===== src/rtl/rst_init_pkg.sv =====
// constants shared by the reset and initialisation sequencer
// assumes a single 100 MHz system clock
package rst_init_pkg;

  // ************************************************************
  // clock and timing
  // ************************************************************
  localparam int CLK_PERIOD_NS = 10;
  localparam int EXT_INIT_TIME_NS = 1000;
  localparam int SW_INIT_TIME_NS = 1000;
  localparam int SW_INIT_NONMUX_TIME_NS = 2000;
  localparam int TIMER_W = 8;
  // durations round down; a time under one cycle gives zero
  localparam logic [TIMER_W-1:0] EXT_INIT_CYC = TIMER_W'(EXT_INIT_TIME_NS / CLK_PERIOD_NS);
  localparam logic [TIMER_W-1:0] SW_INIT_CYC = TIMER_W'(SW_INIT_TIME_NS / CLK_PERIOD_NS);
  localparam logic [TIMER_W-1:0] SW_INIT_NONMUX_CYC =
    TIMER_W'(SW_INIT_NONMUX_TIME_NS / CLK_PERIOD_NS);

  // ************************************************************
  // channels and reset values
  // ************************************************************
  localparam int NUM_CHAN = 4;
  localparam int SYNC_W = 4;
  localparam logic [SYNC_W-1:0] SYNC_RST_VAL = 4'h0;

  typedef enum logic [2:0] {
    ST_POR,
    ST_FROZEN,
    ST_INIT,
    ST_SW_INIT,
    ST_READY
  } init_state_t;

endpackage : rst_init_pkg


===== src/rtl/sync2.sv =====
// two-flop synchroniser for a group of pin levels
// assumes the inputs are asynchronous to clk_i
`timescale 1ns/1ps
module sync2 #(
  parameter int W = 1,
  parameter logic [W-1:0] RST_VAL = '0
) (
  // clock and reset
  input wire logic clk_i,
  input wire logic sys_rst_i,
  // levels
  input wire logic [W-1:0] async_i,
  output logic [W-1:0] sync_o
);

  logic [W-1:0] meta_ff;
  logic [W-1:0] sync_ff;

  // first stage feeds only the second stage
  always_ff @(posedge clk_i) begin
    if (sys_rst_i) begin
      meta_ff <= RST_VAL;
      sync_ff <= RST_VAL;
    end else begin
      meta_ff <= async_i;
      sync_ff <= meta_ff;
    end
  end

  assign sync_o = sync_ff;

endmodule : sync2


===== src/rtl/cycle_timer.sv =====
// down-counting cycle timer with a one-cycle done pulse
// assumes load_i and load_val_i come from logic on clk_i
`timescale 1ns/1ps
module cycle_timer #(
  parameter int W = 8
) (
  // clock and reset
  input wire logic clk_i,
  input wire logic sys_rst_i,
  // control
  input wire logic load_i,
  input wire logic [W-1:0] load_val_i,
  // status
  output logic done_o
);

  logic [W-1:0] count_ff;
  logic done_ff;

  always_ff @(posedge clk_i) begin
    if (sys_rst_i) begin
      count_ff <= '0;
    end else if (load_i) begin
      count_ff <= load_val_i;
    end else if (count_ff != '0) begin
      count_ff <= count_ff - W'(1);
    end
  end

  // a reload cancels a pending expiry
  always_ff @(posedge clk_i) begin
    if (sys_rst_i) begin
      done_ff <= 1'b0;
    end else begin
      done_ff <= !load_i && (count_ff == W'(1));
    end
  end

  assign done_o = done_ff;

endmodule : cycle_timer


===== src/rtl/quad_line_unit_reset_init.sv =====
// reset, initialisation and reference clock gating for a four-channel line unit
// assumes pins arrive asynchronously; the init strobe and clock-activity flags are on clk_i
`timescale 1ns/1ps

// Summary of operation
// - each port's transmitter runs from its own transmit timing clock
// - clock recovery is offered only while the receive reference clock is present
// - with no reference clock the unit still works as an analog front end
// - all four recovery circuits take the one common receive reference
// - configuration comes from dedicated pins or from the host port
// - power-up reset loads defaults and clears no-signal detectors
// - while the external reset pin is low the unit stays frozen
// - the external reset returns every register to its default
// - a software init trigger starts a one microsecond reset cycle
// - in non-multiplexed parallel bus mode the software cycle lasts two microseconds
// - initialisation ends one microsecond after the reset pin rises
module quad_line_unit_reset_init
  import rst_init_pkg::*;
#(
  parameter int CHANNELS = rst_init_pkg::NUM_CHAN
) (
  // clock and power-up reset
  input wire logic clk_i,
  input wire logic sys_rst_i,
  // pins
  input wire logic ext_rst_n_i,
  input wire logic host_mode_i,
  input wire logic nonmux_bus_i,
  input wire logic rx_ref_present_i,
  // host and clock-activity inputs on clk_i
  input wire logic software_init_trigger_i,
  input wire logic recovery_req_i,
  input wire logic [CHANNELS-1:0] transmit_timing_clock_active_i,
  // reset state
  output logic reg_default_load_o,
  output logic no_signal_detect_clr_o,
  output logic frozen_o,
  output logic ready_o,
  output logic host_cfg_sel_o,
  // reference clock routing
  output logic [CHANNELS-1:0] tx_ref_en_o,
  output logic [CHANNELS-1:0] rx_ref_route_o,
  output logic recovery_avail_o,
  output logic data_recovery_mode_o
);

  // ************************************************************
  // pin synchronisers
  // ************************************************************
  logic [SYNC_W-1:0] pin_sync;
  logic ext_rst_n_sync;
  logic host_mode_sync;
  logic nonmux_sync;
  logic ref_sync;

  // the reset pin is seen low until it has crossed both flops
  sync2 #(
    .W(SYNC_W),
    .RST_VAL(SYNC_RST_VAL)
  ) u_pin_sync (
    .clk_i(clk_i),
    .sys_rst_i(sys_rst_i),
    .async_i({rx_ref_present_i, nonmux_bus_i, host_mode_i, ext_rst_n_i}),
    .sync_o(pin_sync)
  );

  assign ext_rst_n_sync = pin_sync[0];
  assign host_mode_sync = pin_sync[1];
  assign nonmux_sync = pin_sync[2];
  assign ref_sync = pin_sync[3];

  // ************************************************************
  // sequencer
  // ************************************************************
  init_state_t state_ff;
  init_state_t nxt_state;
  logic timer_load;
  logic [TIMER_W-1:0] timer_val;
  logic timer_done;
  logic sw_start;
  logic por_ff;
  logic nxt_ready;

  // software trigger only acts once the unit is running
  assign sw_start = (state_ff == ST_READY) && software_init_trigger_i;

  always_comb begin
    nxt_state = state_ff;
    if (!ext_rst_n_sync) begin
      nxt_state = ST_FROZEN;
    end else begin
      unique case (state_ff)
        ST_POR: begin
          nxt_state = ST_INIT;
        end
        ST_FROZEN: begin
          nxt_state = ST_INIT;
        end
        ST_INIT: begin
          if (timer_done) begin
            nxt_state = ST_READY;
          end
        end
        ST_SW_INIT: begin
          if (timer_done) begin
            nxt_state = ST_READY;
          end
        end
        ST_READY: begin
          if (sw_start) begin
            nxt_state = ST_SW_INIT;
          end
        end
      endcase
    end
  end

  always_ff @(posedge clk_i) begin
    if (sys_rst_i) begin
      state_ff <= ST_POR;
    end else begin
      state_ff <= nxt_state;
    end
  end

  // timer is loaded on entry to a timed state
  assign timer_load = ((nxt_state == ST_INIT) && (state_ff != ST_INIT)) ||
                      ((nxt_state == ST_SW_INIT) && (state_ff != ST_SW_INIT));

  always_comb begin
    timer_val = EXT_INIT_CYC;
    if (nxt_state == ST_SW_INIT) begin
      timer_val = nonmux_sync ? SW_INIT_NONMUX_CYC : SW_INIT_CYC;
    end
  end

  cycle_timer #(
    .W(TIMER_W)
  ) u_timer (
    .clk_i(clk_i),
    .sys_rst_i(sys_rst_i),
    .load_i(timer_load),
    .load_val_i(timer_val),
    .done_o(timer_done)
  );

  assign nxt_ready = (nxt_state == ST_READY);

  // power-up marker lasts until the first completed initialisation
  always_ff @(posedge clk_i) begin
    if (sys_rst_i) begin
      por_ff <= 1'b1;
    end else if (nxt_ready) begin
      por_ff <= 1'b0;
    end
  end

  // ************************************************************
  // reset outputs
  // ************************************************************
  // registers sit at defaults in every state but ready
  always_ff @(posedge clk_i) begin
    if (sys_rst_i) begin
      reg_default_load_o <= 1'b1;
    end else begin
      reg_default_load_o <= !nxt_ready;
    end
  end

  // detector clear belongs to the power-up sequence only
  always_ff @(posedge clk_i) begin
    if (sys_rst_i) begin
      no_signal_detect_clr_o <= 1'b1;
    end else begin
      no_signal_detect_clr_o <= por_ff && !nxt_ready;
    end
  end

  always_ff @(posedge clk_i) begin
    if (sys_rst_i) begin
      frozen_o <= 1'b0;
      ready_o <= 1'b0;
    end else begin
      frozen_o <= (nxt_state == ST_FROZEN);
      ready_o <= nxt_ready;
    end
  end

  // the strap is followed whenever ready_o is low, frozen included, and held while ready
  always_ff @(posedge clk_i) begin
    if (sys_rst_i) begin
      host_cfg_sel_o <= 1'b0;
    end else if (!ready_o) begin
      host_cfg_sel_o <= host_mode_sync;
    end
  end

  // ************************************************************
  // reference clock routing
  // ************************************************************
  logic nxt_recovery;

  // recovery needs the shared reference; without it the unit is a plain front end
  assign nxt_recovery = nxt_ready && recovery_req_i && ref_sync;

  always_ff @(posedge clk_i) begin
    if (sys_rst_i) begin
      recovery_avail_o <= 1'b0;
      data_recovery_mode_o <= 1'b0;
    end else begin
      recovery_avail_o <= nxt_recovery;
      data_recovery_mode_o <= nxt_ready && !nxt_recovery;
    end
  end

  genvar ch;
  generate
    for (ch = 0; ch < CHANNELS; ch++) begin : g_chan
      always_ff @(posedge clk_i) begin
        if (sys_rst_i) begin
          tx_ref_en_o[ch] <= 1'b0;
          rx_ref_route_o[ch] <= 1'b0;
        end else begin
          tx_ref_en_o[ch] <= nxt_ready && transmit_timing_clock_active_i[ch];
          rx_ref_route_o[ch] <= nxt_recovery;
        end
      end
    end
  endgenerate

  // ************************************************************
  // checks
  // ************************************************************
  logic [TIMER_W-1:0] dur_ff;
  logic [TIMER_W-1:0] exp_ff;
  logic timed_exit;

  always_ff @(posedge clk_i) begin
    if (sys_rst_i) begin
      dur_ff <= '0;
      exp_ff <= '0;
    end else begin
      dur_ff <= (timer_load || state_ff == ST_READY) ? '0 : dur_ff + TIMER_W'(1);
      if (timer_load) begin
        exp_ff <= timer_val;
      end
    end
  end

  assign timed_exit = (state_ff inside {ST_INIT, ST_SW_INIT}) && (nxt_state == ST_READY);
endmodule : quad_line_unit_reset_init


===== config.mk =====
export PLATFORM = sky130hd
export DESIGN_NAME = quad_line_unit_reset_init
export DESIGN_NICKNAME = d
export VERILOG_FILES = /design/src/rtl/rst_init_pkg.sv /design/src/rtl/sync2.sv /design/src/rtl/cycle_timer.sv /design/src/rtl/quad_line_unit_reset_init.sv
export SDC_FILE = /design/constraint.sdc
export NUM_CORES = 1
export LEC_CHECK = 0
export ABC_AREA = 1
export BUFFER_PORTS_ARGS = -buffer_cell sky130_fd_sc_hd__buf_2
export CAP_MARGIN = 20
export CELL_PAD_IN_SITES_DETAIL_PLACEMENT = 1
export CELL_PAD_IN_SITES_GLOBAL_PLACEMENT = 2
export CORE_MARGIN = 3
export CORE_UTILIZATION = 31
export CTS_BUF_LIST = sky130_fd_sc_hd__clkbuf_4
export DETAILED_ROUTE_END_ITERATION = 8
export PLACE_DENSITY_LB_ADDON = 0.3
export REMOVE_ABC_BUFFERS = 1
export SLEW_MARGIN = 20
export SYNTH_ARGS = -nofsm -noshare
export SYNTH_HDL_FRONTEND = slang
export SYNTH_HIERARCHICAL = 1
export SYNTH_SLANG_ARGS = --single-unit

===== constraint.sdc =====
create_clock -name clk_i -period 1.9 [get_ports clk_i]
set_clock_uncertainty 0.1 [all_clocks]
set_input_delay 0.19 -clock clk_i [delete_from_list [all_inputs] [get_ports clk_i]]
set_output_delay 0.19 -clock clk_i [all_outputs]
set_load 0.01 [all_outputs]

# == Yosys cells after proc, flatten, opt, wreduce, memory -nomap -nowiden ==
# Index checks and enable logic that the tools add are counted.
# classes
addsub,1
multipliers,0
div,0
order_cmp,0
eq_ne,11
shifts,0
n_mux,8
bitwise_logic,0
n_reduce_logical,21
# ops
op,count
$mux 8,4
$eq 3x2->1 const B,4
$logic_and 1x1->1,12
$mux 3,3
$pmux 3 s3,1
$eq 8x1->1 const B,1
$reduce_bool 8->1,1
$sub 8x1->8 const B,1
$eq 3x1->1 const B,2
$eq 3x3->1 const B,2
$ne 3x2->1 const B,2
$reduce_or 2->1,2
$logic_not 1->1,3
$logic_not 3->1,1
$reduce_bool 2->1,1
$logic_or 1x1->1,1
# word_totals
reg_bits,32
latchBits,0
mem_bits_rw,0
rom_bits,0
input_bits,12
output_inout_bits,15
wordCells,58
memories,0

# == Depth between registers and ports, before layout ==
# Gate-level depths: netlist of run 1.
# depth
ltp_word,10
ltp_mapped,16
depth_no_buf,15

# == Hierarchy ==
# The synthesis of run 1 kept the hierarchy.
# modules_own_cells
module,instances,cells_per_inst,area_each_um2,seq_area_each_um2
cycle_timer,1,88,603.1,180.2
quad_line_unit_reset_init,1,70,559.3,300.3
sync2,1,25,231.5,160.2

# == Worst setup path after synthesis of run 1 ==
# No wires, ideal clock.
# synth_path
kind,flip-flop to flip-flop
startpoint,register state_ff[1]
endpoint,register u_timer.count_ff[7]
setup_time_ns,0.109
t_arrival_ns,1.406
required_ns,1.691
slack_ns,0.285
stages_incl_launch_ff,16
n_path_buf,1
period_less_slack_ns,1.615
cell_sequence,dfxtp_1 nor2_2 nand3_1 nand2_2 nor2_2 nand3_1 nand2_1 buf_6 inv_8 nand2_4 nor2_4 nand2_4 nand2_1 nor2_1 nand2_1 inv_1
# synth_between
elab_chain_cells,9
elab_cells_between_ends,22
classes_between,eq/ne: 8; mux: 6; reduce/logical: 8
# synth_lines
item,line,rtl
from (decl),quad_line_unit_reset_init.sv:75,init_state_t state_ff;
from (signal assigned),quad_line_unit_reset_init.sv:122,state_ff <= nxt_state;
$eq 3x3->1,"quad_line_unit_reset_init.sv:85, quad_line_unit_reset_init.sv:92",
$logic_and 1x1->1,quad_line_unit_reset_init.sv:85,assign sw_start = (state_ff == ST_READY) && software_init_trigger_i;
$mux 3,quad_line_unit_reset_init.sv:110,if (sw_start) begin
$pmux 3 s3,quad_line_unit_reset_init.sv:92,unique case (state_ff)
$mux 3,quad_line_unit_reset_init.sv:89,if (!ext_rst_n_sync) begin
"$eq 3x2->1, on equally long branches","quad_line_unit_reset_init.sv:127, quad_line_unit_reset_init.sv:128",
"$logic_and 1x1->1, on equally long branches","quad_line_unit_reset_init.sv:127, quad_line_unit_reset_init.sv:128",
$logic_or 1x1->1 (*),quad_line_unit_reset_init.sv:127,assign timer_load = ((nxt_state == ST_INIT) && (state_ff != ST_INIT)) ||
named net timer_load,quad_line_unit_reset_init.sv:77,logic timer_load;
$mux 8 / $reduce_bool 2->1 (equally long branches),n/a,
to (signal assigned),cycle_timer.sv:24,count_ff <= load_val_i;
to (signal assigned),cycle_timer.sv:26,count_ff <= count_ff - W'(1);
to (decl),cycle_timer.sv:17,logic [W-1:0] count_ff;
# The timed path passes the listed nets; every way through them passes the cells marked *.
# A chain may end at the register's enable or synchronous reset.

# == Worst setup path in the final report of run 1 ==
# layout_path
startpoint,register state_ff[0]
endpoint,register u_timer.count_ff[2]
# The elaborated chain is that of the path after synthesis.

==> run metrics, run 1 <==
status complete, no violations; area of the multi-input gates 577 sq um; max_cap viols 0; ys async rst share 0; gr ovfl total 0; final setup violating endpoints 0; Max stage delay cell, worst path dfxtp_1; Placed Area 1550 sq um; LEAKAGE 0.901 nW; CTS Sinks 32; drt pass-1 iters 4; global placer's final weighted congestion 0.861; top cell type's share of synthesized area 0.460; vias 1186; Netlist Area Pre-Place 1390 sq um; CP max stage delay 0.38 ns; P&R area growth vs syn 25.0%; final setup TNS 0 ns; fillers 533; type of the worst min-delay path input pin to flop; Final Cycle Share 0.916; vias in the first global route 1145; die height 73.1 microns; Syn Inst Count 183; Synthesis Warnings 6; Final Cell Area 1740 sq um; Worst IR Drop VDD 416 uV; layout cell share with drive strength beyond 1 0.250; Worst R2R Start state_ff[0]; CP Capture Point u_timer/count_ff[2]; Routed WL 3120 microns; GRT Resource Usage Total 0.128; Cell Chain, Critical Path nand2_1, inv_1, nand2_1, nand3_1, inv_1, nand2_1, nand2_4, buf_4, a21oi_1, o21ai_0, o21ai_0, nor2_1; CP startpoint state_ff[0]; fmax 0.574 GHz; I/O Pins 27; Vias/cell 4.33; fin util 0.417; Total Nets Final 238; FF-to-FF setup slack 0.16 ns; port bufs 26; Crit path top cell by count nand2_1; hpwl dp 2460 microns; TritonCTS Buffers 5; CTS tree yes; count of different cell masters after synthesis 27; Post-route DRC 0; Reg area 643 sq um; final hold vios 0; Starting Density 0.334; critical path class flop to flop; first-pass GRT wire length 5250 microns; dominant cell type by area after synthesis dfxtp_1; CTS HTree Levels 2; most frequent cell after synthesis nor2_1; Worst-Skew Late Latency 0.32 ns; register area share after synthesis 0.460; RSZ-0062 raised after global routing no; CTS max path bufs 2; Worst-path clk slew 0.10 ns; synth top area cells dfxtp_1, nor2_1, inv_1; Synth Register Bits 32; row count 23; DRT antenna net count 0; Setup crit start kind flop; pwr dens 1220 nW/um^2; Reg2Reg Depth 12; die area 5340 sq um; RR Endpoint u_timer/count_ff[2]; antenna fix cells 0; Root Driver clkbuf_4; Final Slew Violations 0; Crit path arrival time 1.87 ns; endpoint class of the critical path flop; CORE AREA 4170 sq um; WL/cell 11.4 microns; average size of a mapped cell 7.62 sq um; Crit Path Max Fanout 5; largest net degree at the start of global routing 14; worst path required time 2.03 ns; top cells by count, synth nor2_1, dfxtp_1, inv_1; initial DRC count 22; main flop type after synthesis dfxtp_1; Die Wd 73.1 microns; min Tclk post-route 1.74 ns; antenna violations before repair 0; EDFF count, synth 0
area by class of cell:
type / instances / share of cell area
Sequential cell: 32 / 0.369
Timing Repair Buffer: 37 / 0.135
Clock inverter: 2 / 0.0201
Multi-Input combinational cell: 111 / 0.331
Inverter: 36 / 0.0826
Tap cell: 50 / 0.0359
Clock buffer: 6 / 0.0259
metrics by stage:
stage          hold WS [ns]  setup WS (ns)  power (W)  instances
6_report             0.0954          0.159    0.00212        274
5_1_grt              0.0872         0.0107    0.00229        274
4_1_cts              0.0873         0.0538    0.00214        273
3_5_place_dp          0.290       -0.00588    0.00160        256
3_3_place_gp          0.279          0.100    0.00158        256
2_1_floorplan         0.157          0.171    0.00142        179
state kept, by name, summed over array words and instances, names as in the netlist, 3 cells and up:
| signal | flops |
|---|---|
| state_ff | 3 |
| tx_ref_en_o | 4 |
| u_pin_sync/meta_ff | 4 |
| u_pin_sync/sync_o | 4 |
| u_timer/count_ff | 8 |
cell families (layout without fill, tap and decap cells):
group,after synthesis,after routing,synth area share
XOR/XNOR,1,1,0.00628
AND/OR/NAND/NOR,87,87,0.293
adder cells (fa/ha/maj),3,3,0.0269
flip-flops,32,32,0.460
buffers and inverters,42,81,0.141
AO/OA/AOI/OAI,16,16,0.0682
other,2,4,0.00539
layer usage:
layer  share of wire  wire length, microns  global-route usage
met1            0.47                  1460               0.163
met3           0.034                   106              0.0413
met5               0                     0                   0
met2            0.48                  1490               0.201
met4           0.018                    55              0.0492
cells in the final DEF, fill, tap and decap left out, types with 4 or more instances in the layout:
| cell | count |
|---|---|
| nor2_1 | 38 |
| inv_1 | 32 |
| dfxtp_1 | 30 |
| buf_2 | 26 |
| nand2_1 | 21 |
| nand3_1 | 11 |
| dlygate4sd3_1 | 9 |
| clkbuf_4 | 6 |
| o21ai_0 | 5 |
| a21oi_1 | 5 |
| conb_1 | 4 |
worst min path at each step:
stage	end	start	cells after the start	slack, ns
6_report	frozen_o	sys_rst_i	2	0.1
3_5_place_dp	data_recovery_mode_o	recovery_req_i	2	0.29
5_1_grt	u_pin_sync/meta_ff[1]	sys_rst_i	2	0.09
3_3_place_gp	data_recovery_mode_o	recovery_req_i	2	0.28
4_1_cts	u_pin_sync/sync_o[3]	sys_rst_i	2	0.09
2_1_floorplan	frozen_o	sys_rst_i	1	0.16
where the power goes:
part	internal [W]	leakage [nW]	switching, W
combinational	0.000282	0.592	0.000479
sequential	0.000761	0.264	0.0000774
clock	0.000290	0.0456	0.000231
worst max-delay path, delay by kind of cell (launching register included):
family	cells	cell delay (ns)
and+or+nand+nor	6	0.54
buffers and inverters	3	0.30
AOI/OAI and AO/OA	3	0.33
DFF	1	0.38
repair_timing:
| item | 4_1_cts | 5_1_grt |
|---|---|---|
| endpoints found under the setup margin | 1 | 6 |
| pin swaps | 0 | 1 |
| hold buffers | 9 | 0 |
| buffers inserted | 0 | 1 |
| resized for setup | 1 | 4 |
| endpoints found under the hold margin | 10 | 0 |
No activity file was read; power rests on OpenSTA's default activity.
==> inputs of run 2 (changes only) <==
--- a/config.mk
+++ b/config.mk
@@ -7,7 +7,6 @@
 export LEC_CHECK = 0
 export ABC_AREA = 1
 export BUFFER_PORTS_ARGS = -buffer_cell sky130_fd_sc_hd__buf_2
-export CAP_MARGIN = 20
 export CELL_PAD_IN_SITES_DETAIL_PLACEMENT = 1
 export CELL_PAD_IN_SITES_GLOBAL_PLACEMENT = 2
 export CORE_MARGIN = 3
@@ -16,6 +15,7 @@
 export DETAILED_ROUTE_END_ITERATION = 8
 export PLACE_DENSITY_LB_ADDON = 0.3
 export REMOVE_ABC_BUFFERS = 1
+export SETUP_SLACK_MARGIN = 0.3
 export SLEW_MARGIN = 20
 export SYNTH_ARGS = -nofsm -noshare
 export SYNTH_HDL_FRONTEND = slang
==> run metrics, run 2 (synthesized netlist as in run 1, its figures left out) <==
Crit path arrival time 1.78 ns (-0.09 ns); critical path class flop to flop; Crit Path Max Fanout 8 (+3); max_cap viols 0 (unchanged); worst path required time 2.04 ns (about the same); CORE AREA 4170 sq um (unchanged); vias 1225 (+3.3%); Root Driver clkbuf_4; layout cell share with drive strength beyond 1 0.349 (+0.0991); WL/cell 12.0 microns (+5.6%); CP Capture Point u_timer/count_ff[7]; DP Worst Slack -0.00588 ns (unchanged); Reg2Reg Depth 14 (+2); fillers 521 (-2.3%); P&R area growth vs syn 36.8%; final hold vios 0 (unchanged); Setup crit start kind flop; Die Wd 73.1 microns (unchanged); Post-route DRC 0 (unchanged); vias in the first global route 1249 (+9.1%); Routed WL 3390 microns (+8.7%); GRT Resource Usage Total 0.142 (+0.0143); hold path depth 2 (unchanged); largest net degree at the start of global routing 14 (unchanged); Reg area 651 sq um (+1.2%); global placer's final weighted congestion 0.861 (unchanged); I/O Pins 27 (unchanged); most common cell after layout, fill and taps aside nor2_1; first-pass GRT wire length 5820 microns (+11%); logic gate share of total power 0.388 (+0.029); most frequent cells in the layout nor2_1, inv_1, dfxtp_1; antenna fix cells 0 (unchanged); TritonCTS Buffers 5 (unchanged); fmax 0.608 GHz (+5.8%); RR Endpoint u_timer/count_ff[7]; NetSw 0.000851 W (+8.0%); drt pass-1 iters 4 (unchanged); Reg power frac 0.377 (-0.018); Final Cycle Share 0.866 (-0.0503); CTS Sinks 32 (unchanged); Worst IR Drop VDD 437 uV (+5.1%); area of the multi-input gates 654 sq um (+13%); DRT antenna net count 0 (unchanged); Starting Density 0.334 (unchanged); pwr dens 1170 nW/um^2 (-4.0%); Worst R2R Start state_ff[0]; CTS HTree Levels 2 (unchanged); CP startpoint state_ff[0]; die area 5340 sq um (unchanged); Worst-Skew Late Latency 0.33 ns (about the same); gr ovfl total 0 (unchanged); Final Slew Violations 0 (unchanged); RSZ-0062 raised after global routing yes; die height 73.1 microns (unchanged); min Tclk post-route 1.65 ns (-0.0955 ns); Largest Register u_timer/count_ff; type of the worst min-delay path input pin to flop; CTS tree yes; Worst-path clk slew 0.10 ns (about the same); final setup violating endpoints 0 (unchanged); FF-to-FF setup slack 0.25 ns (+0.10 ns); Vias/cell 4.34 (+0.36%); antenna violations before repair 0 (unchanged); row count 23 (unchanged); Total Nets Final 246 (+3.4%); worst setup margin 0.255 ns (+0.0955 ns); LEAKAGE 0.955 nW (+6.0%); endpoint class of the critical path flop; initial DRC count 30 (+36%); Clk pwr share 0.235 (-0.011); cell-internal power 0.00138 W (+3.4%); Final Power 0.00223 W (+5.1%); status complete, no violations; port bufs 26 (unchanged); hpwl dp 2460 microns (unchanged); max reg flops 8 (unchanged); Net Sw Frac 0.382 (+0.0104); CTS max path bufs 2 (unchanged)
==> run 2: cell count changes in the layout (fill, tap and decap cells not counted), moves of 3 or more <==
cell	change
buf_4	+5
nand2_1	-3
nand2_2	+3
nand3_1	-4
nand3_2	+4
==> run 2: repair_timing <==
action / CTS / global route
hold endpoints to repair: 10 / 0
hold buffers: 9 / 0
pin swaps: 14 / 9
endpoints found under the setup margin: 9 / 8
setup buffers: 7 / 2
resized for setup: 21 / 11
==> run 2: routing by layer <==
metal,part of all wire,vias to the layer above,global-route usage,wire (microns)
li1,-,642,-,-
met1,0.45,563,0.171,1520
met2,0.50,15,0.240,1710
met3,0.034,5,0.0413,114
met4,0.012,0,0.0492,42
met5,0,-,0,0
==> run 2: cell type report <==
class                   count  share of cell area
repair buffers             45               0.165
multi-input cells         111               0.343
inverters                  36              0.0755
flip-flops and latches     32               0.341
clock inverters             2              0.0184
clock buffers               6              0.0236
well taps                  50              0.0328
==> run 2: how the worst min path moves through the flow <==
| stage | startpoint | to | slack [ns] |
|---|---|---|---|
| floorplan | sys_rst_i | frozen_o | 0.16 |
| global placement | recovery_req_i | data_recovery_mode_o | 0.28 |
| detailed placement | recovery_req_i | data_recovery_mode_o | 0.29 |
| CTS | sys_rst_i | u_pin_sync/sync_o[3] | 0.09 |
| global route | sys_rst_i | u_pin_sync/meta_ff[1] | 0.09 |
| finish | sys_rst_i | frozen_o | 0.1 |
==> run 2: metrics by stage <==
step                      hold slack [ns]  cells  cell area, sq um  TNS (ns)  utilization
after global placement              0.279    256              1550         0        0.371
final                              0.0959    282              1910         0        0.457
after global routing               0.0900    282              1910         0        0.457
after detailed placement            0.290    256              1550  -0.00588        0.371
after CTS                          0.0873    280              1860         0        0.445
after floorplan                     0.157    179              1350         0            -
==> run 2: power by group through the flow <==
| stage | Clock (W) | Sequential, W | Combinational, W |
|---|---|---|---|
| 3_5_place_dp | 0 | 0.000852 | 0.000746 |
| 2_1_floorplan | 0 | 0.000830 | 0.000588 |
| 6_report | 0.000523 | 0.000841 | 0.000865 |
| 5_1_grt | 0.000570 | 0.000849 | 0.000974 |
| 3_3_place_gp | 0 | 0.000849 | 0.000733 |
| 4_1_cts | 0.000538 | 0.000837 | 0.000846 |
==> run 2: worst max-delay path, cell delays in order (launching register included) <==
cell     delay, ns
dfxtp_2       0.36
nor2_4        0.11
nand3_1       0.09
nand2_2       0.12
nor2_2        0.05
nand2_2       0.07
nand2_4       0.08
inv_8         0.07
nand2_4       0.04
nor2_4        0.12
nand2_4       0.10
nand2_2       0.08
nor2_1        0.04
nand2_1       0.06
inv_1         0.05
==> inputs of run 3 (changes only) <==
--- a/config.mk
+++ b/config.mk
@@ -5,15 +5,15 @@
 export SDC_FILE = /design/constraint.sdc
 export NUM_CORES = 1
 export LEC_CHECK = 0
-export ABC_AREA = 1
 export BUFFER_PORTS_ARGS = -buffer_cell sky130_fd_sc_hd__buf_2
 export CELL_PAD_IN_SITES_DETAIL_PLACEMENT = 1
 export CELL_PAD_IN_SITES_GLOBAL_PLACEMENT = 2
 export CORE_MARGIN = 3
 export CORE_UTILIZATION = 31
 export CTS_BUF_LIST = sky130_fd_sc_hd__clkbuf_4
+export CTS_CLUSTER_SIZE = 24
 export DETAILED_ROUTE_END_ITERATION = 8
-export PLACE_DENSITY_LB_ADDON = 0.3
+export PLACE_DENSITY_LB_ADDON = 0.1
 export REMOVE_ABC_BUFFERS = 1
 export SETUP_SLACK_MARGIN = 0.3
 export SLEW_MARGIN = 20
==> run metrics, run 3 <==
status complete, no violations; Vias/cell 4.62 (+6.4%); NetSw 0.000629 W (-26%); Clk pwr share 0.267 (+0.032); LEAKAGE 0.735 nW (-23%); Largest Register u_timer/count_ff; Total Nets Final 186 (-24%); Netlist Area Pre-Place 1290 sq um (-7.6%); initial DRC count 41 (+37%); Die Wd 70.4 microns (-3.6%); fillers 437 (-16%); main flop type after synthesis dfxtp_1; Worst Hold Margin 0.211 ns (+0.115 ns); critical path class flop to flop; register area share after synthesis 0.498 (+0.0380); average size of a mapped cell 9.90 sq um (+30%); pwr dens 1150 nW/um^2 (-1.6%); Post-route DRC 0 (unchanged); drt pass-1 iters 4 (unchanged); most frequent cells in the layout dfxtp_1, buf_2, nor2_1; Synthesis Warnings 6 (unchanged); Worst-Skew Late Latency 0.34 ns (about the same); Final Cycle Share 0.904 (+0.0378); Starting Density 0.336 (+0.00246); Worst Max-Slew Pin Slew 0.540 ns; Reg power frac 0.426 (+0.049); global placer's final weighted congestion 0.730 (-15%); DRT antenna net count 0 (unchanged); Reg area 642 sq um (-1.3%); antenna violations before repair 0 (unchanged); type of the worst min-delay path input pin to flop; most frequent cell after synthesis dfxtp_1; top cell type's share of synthesized area 0.498 (+0.0380); max reg flops 8 (unchanged); CTS max path bufs 2 (unchanged); logic gate share of total power 0.307 (-0.081); die height 70.4 microns (-3.6%); Cell Chain, Critical Path or4b_4, and3_4, nor2_4, buf_4, nand3_1, nor3b_2; final setup TNS 0 ns (unchanged); top cells by count, synth dfxtp_1, nor2_1, and3_1, nor2b_1; first-pass GRT wire length 4660 microns (-20%); vias in the first global route 1008 (-19%); post-route non-filler standard cell count 220 (-22%); Routed WL 2710 microns (-20%); Max stage delay cell, worst path or4b_4; Root Driver clkbuf_4; worst path required time 2.06 ns (+0.02 ns); gr ovfl total 0 (unchanged); largest net degree at the start of global routing 25 (+11); layout cell share with drive strength beyond 1 0.326 (-0.0236); area of the multi-input gates 644 sq um (-1.5%); placed cell count 202 (-21%); dominant cell type by area after synthesis dfxtp_1; synth top area cells dfxtp_1, and3_1, nor2b_1; Syn Inst Count 130 (-29%); endpoint class of the critical path flop; RSZ-0062 raised after global routing yes; CTS tree yes; max_cap viols 0 (unchanged); Synth Register Bits 32 (unchanged); P&R area growth vs syn 31.8%; CORE AREA 3830 sq um (-8.3%); CTS Sinks 32 (unchanged); EDFF count, synth 0 (unchanged); count of different cell masters after synthesis 34 (+26%); ys async rst share 0 (unchanged); Net Sw Frac 0.323 (-0.0592); Crit Path Max Fanout 3 (-5); CP Buf/Inv Count 1 (-1); most common cell after layout, fill and taps aside dfxtp_1; Slew HR 0.640; antenna fix cells 0 (unchanged); Setup crit start kind flop; Final Slew Violations 0 (unchanged); Crit path arrival time 1.88 ns (+0.10 ns); Crit path max-delay family simple AND/OR/NAND/NOR gates; fmax 0.582 GHz (-4.2%); final setup violating endpoints 0 (unchanged); min Tclk post-route 1.72 ns (+0.0717 ns); die area 4960 sq um (-7.0%); fin util 0.443 (-0.0135); TritonCTS Buffers 5 (unchanged); port bufs 26 (unchanged); cell-internal power 0.00132 W (-4.1%); CP max stage delay 0.52 ns (+0.16 ns); hpwl dp 1930 microns (-22%); Worst-path clk slew 0.10 ns (about the same); WL/cell 12.3 microns (+2.4%); GRT Resource Usage Total 0.122 (-0.0207); vias 1017 (-17%); CTS HTree Levels 2 (unchanged); I/O Pins 27 (unchanged); Worst IR Drop VDD 626 uV (+43%); row count 22 (-4.3%); final hold vios 0 (unchanged)
[run 3: kinds of logic (layout without fill, tap and decap cells)]
family                     Yosys count  after routing  synth area share
buffers and inverters               10             50            0.0418
other                                2              4           0.00583
adders and majority gates            3              3            0.0292
DFF                                 32             32             0.498
muxes                                3              3            0.0233
and+or+nand+nor                     55             55             0.258
xor gates and xnor gates             6              6            0.0408
AOI/OAI and AO/OA                   19             19             0.104
[run 3: repair_timing]
action | CTS | global route
cloned | 0 | 0
endpoints found under the setup margin | 9 | 12
hold endpoints to repair | 8 | 1
setup buffers | 1 | 0
hold buffers | 8 | 1
resized for setup | 10 | 5
pin swaps | 3 | 2
[run 3: layout make-up]
class                   count  area share
flip-flops and latches     32       0.378
clock buffers               6      0.0265
repair buffers             39       0.150
well taps                  48      0.0354
clock inverters             2      0.0206
multi-input cells          90       0.380
inverters                   3     0.00959
[run 3: metal layers]
metal	global-route usage	share of wire	vias up
met1	0.150	0.48	468
met2	0.182	0.45	24
met4	0.0702	0.017	0
li1	-	-	519
met5	0	0	-
met3	0.0417	0.048	6
[run 3: path summary, 6_finish.rpt]
check	startpoint	to	slack (ns)	depth (start not counted)
setup reg to reg	state_ff[1]	u_timer/done_o	0.18	6
hold / removal	sys_rst_i	state_ff[0]	0.21	2
hold reg to reg	u_pin_sync/meta_ff[0]	u_pin_sync/sync_o[0]	0.35	1
setup / recovery	state_ff[1]	u_timer/done_o	0.18	6
[run 3: through the flow]
step / total power, W / instance area, sq um / setup WS (ns)
after floorplan: 0.00126 / 1250 / 0.00867
after global placement: 0.00139 / 1470 / 0.0928
after detailed placement: 0.00139 / 1470 / 0.0321
after CTS: 0.00196 / 1660 / 0.171
after global routing: 0.00211 / 1700 / 0.108
final: 0.00195 / 1700 / 0.183
[run 3: power groups by stage]
stage               clock (W)  sequential, W  combinational, W
floorplan                   0       0.000825          0.000431
global placement            0       0.000839          0.000553
detailed placement          0       0.000842          0.000550
CTS                  0.000546       0.000830          0.000586
global route         0.000586       0.000845          0.000678
finish               0.000522       0.000831          0.000599
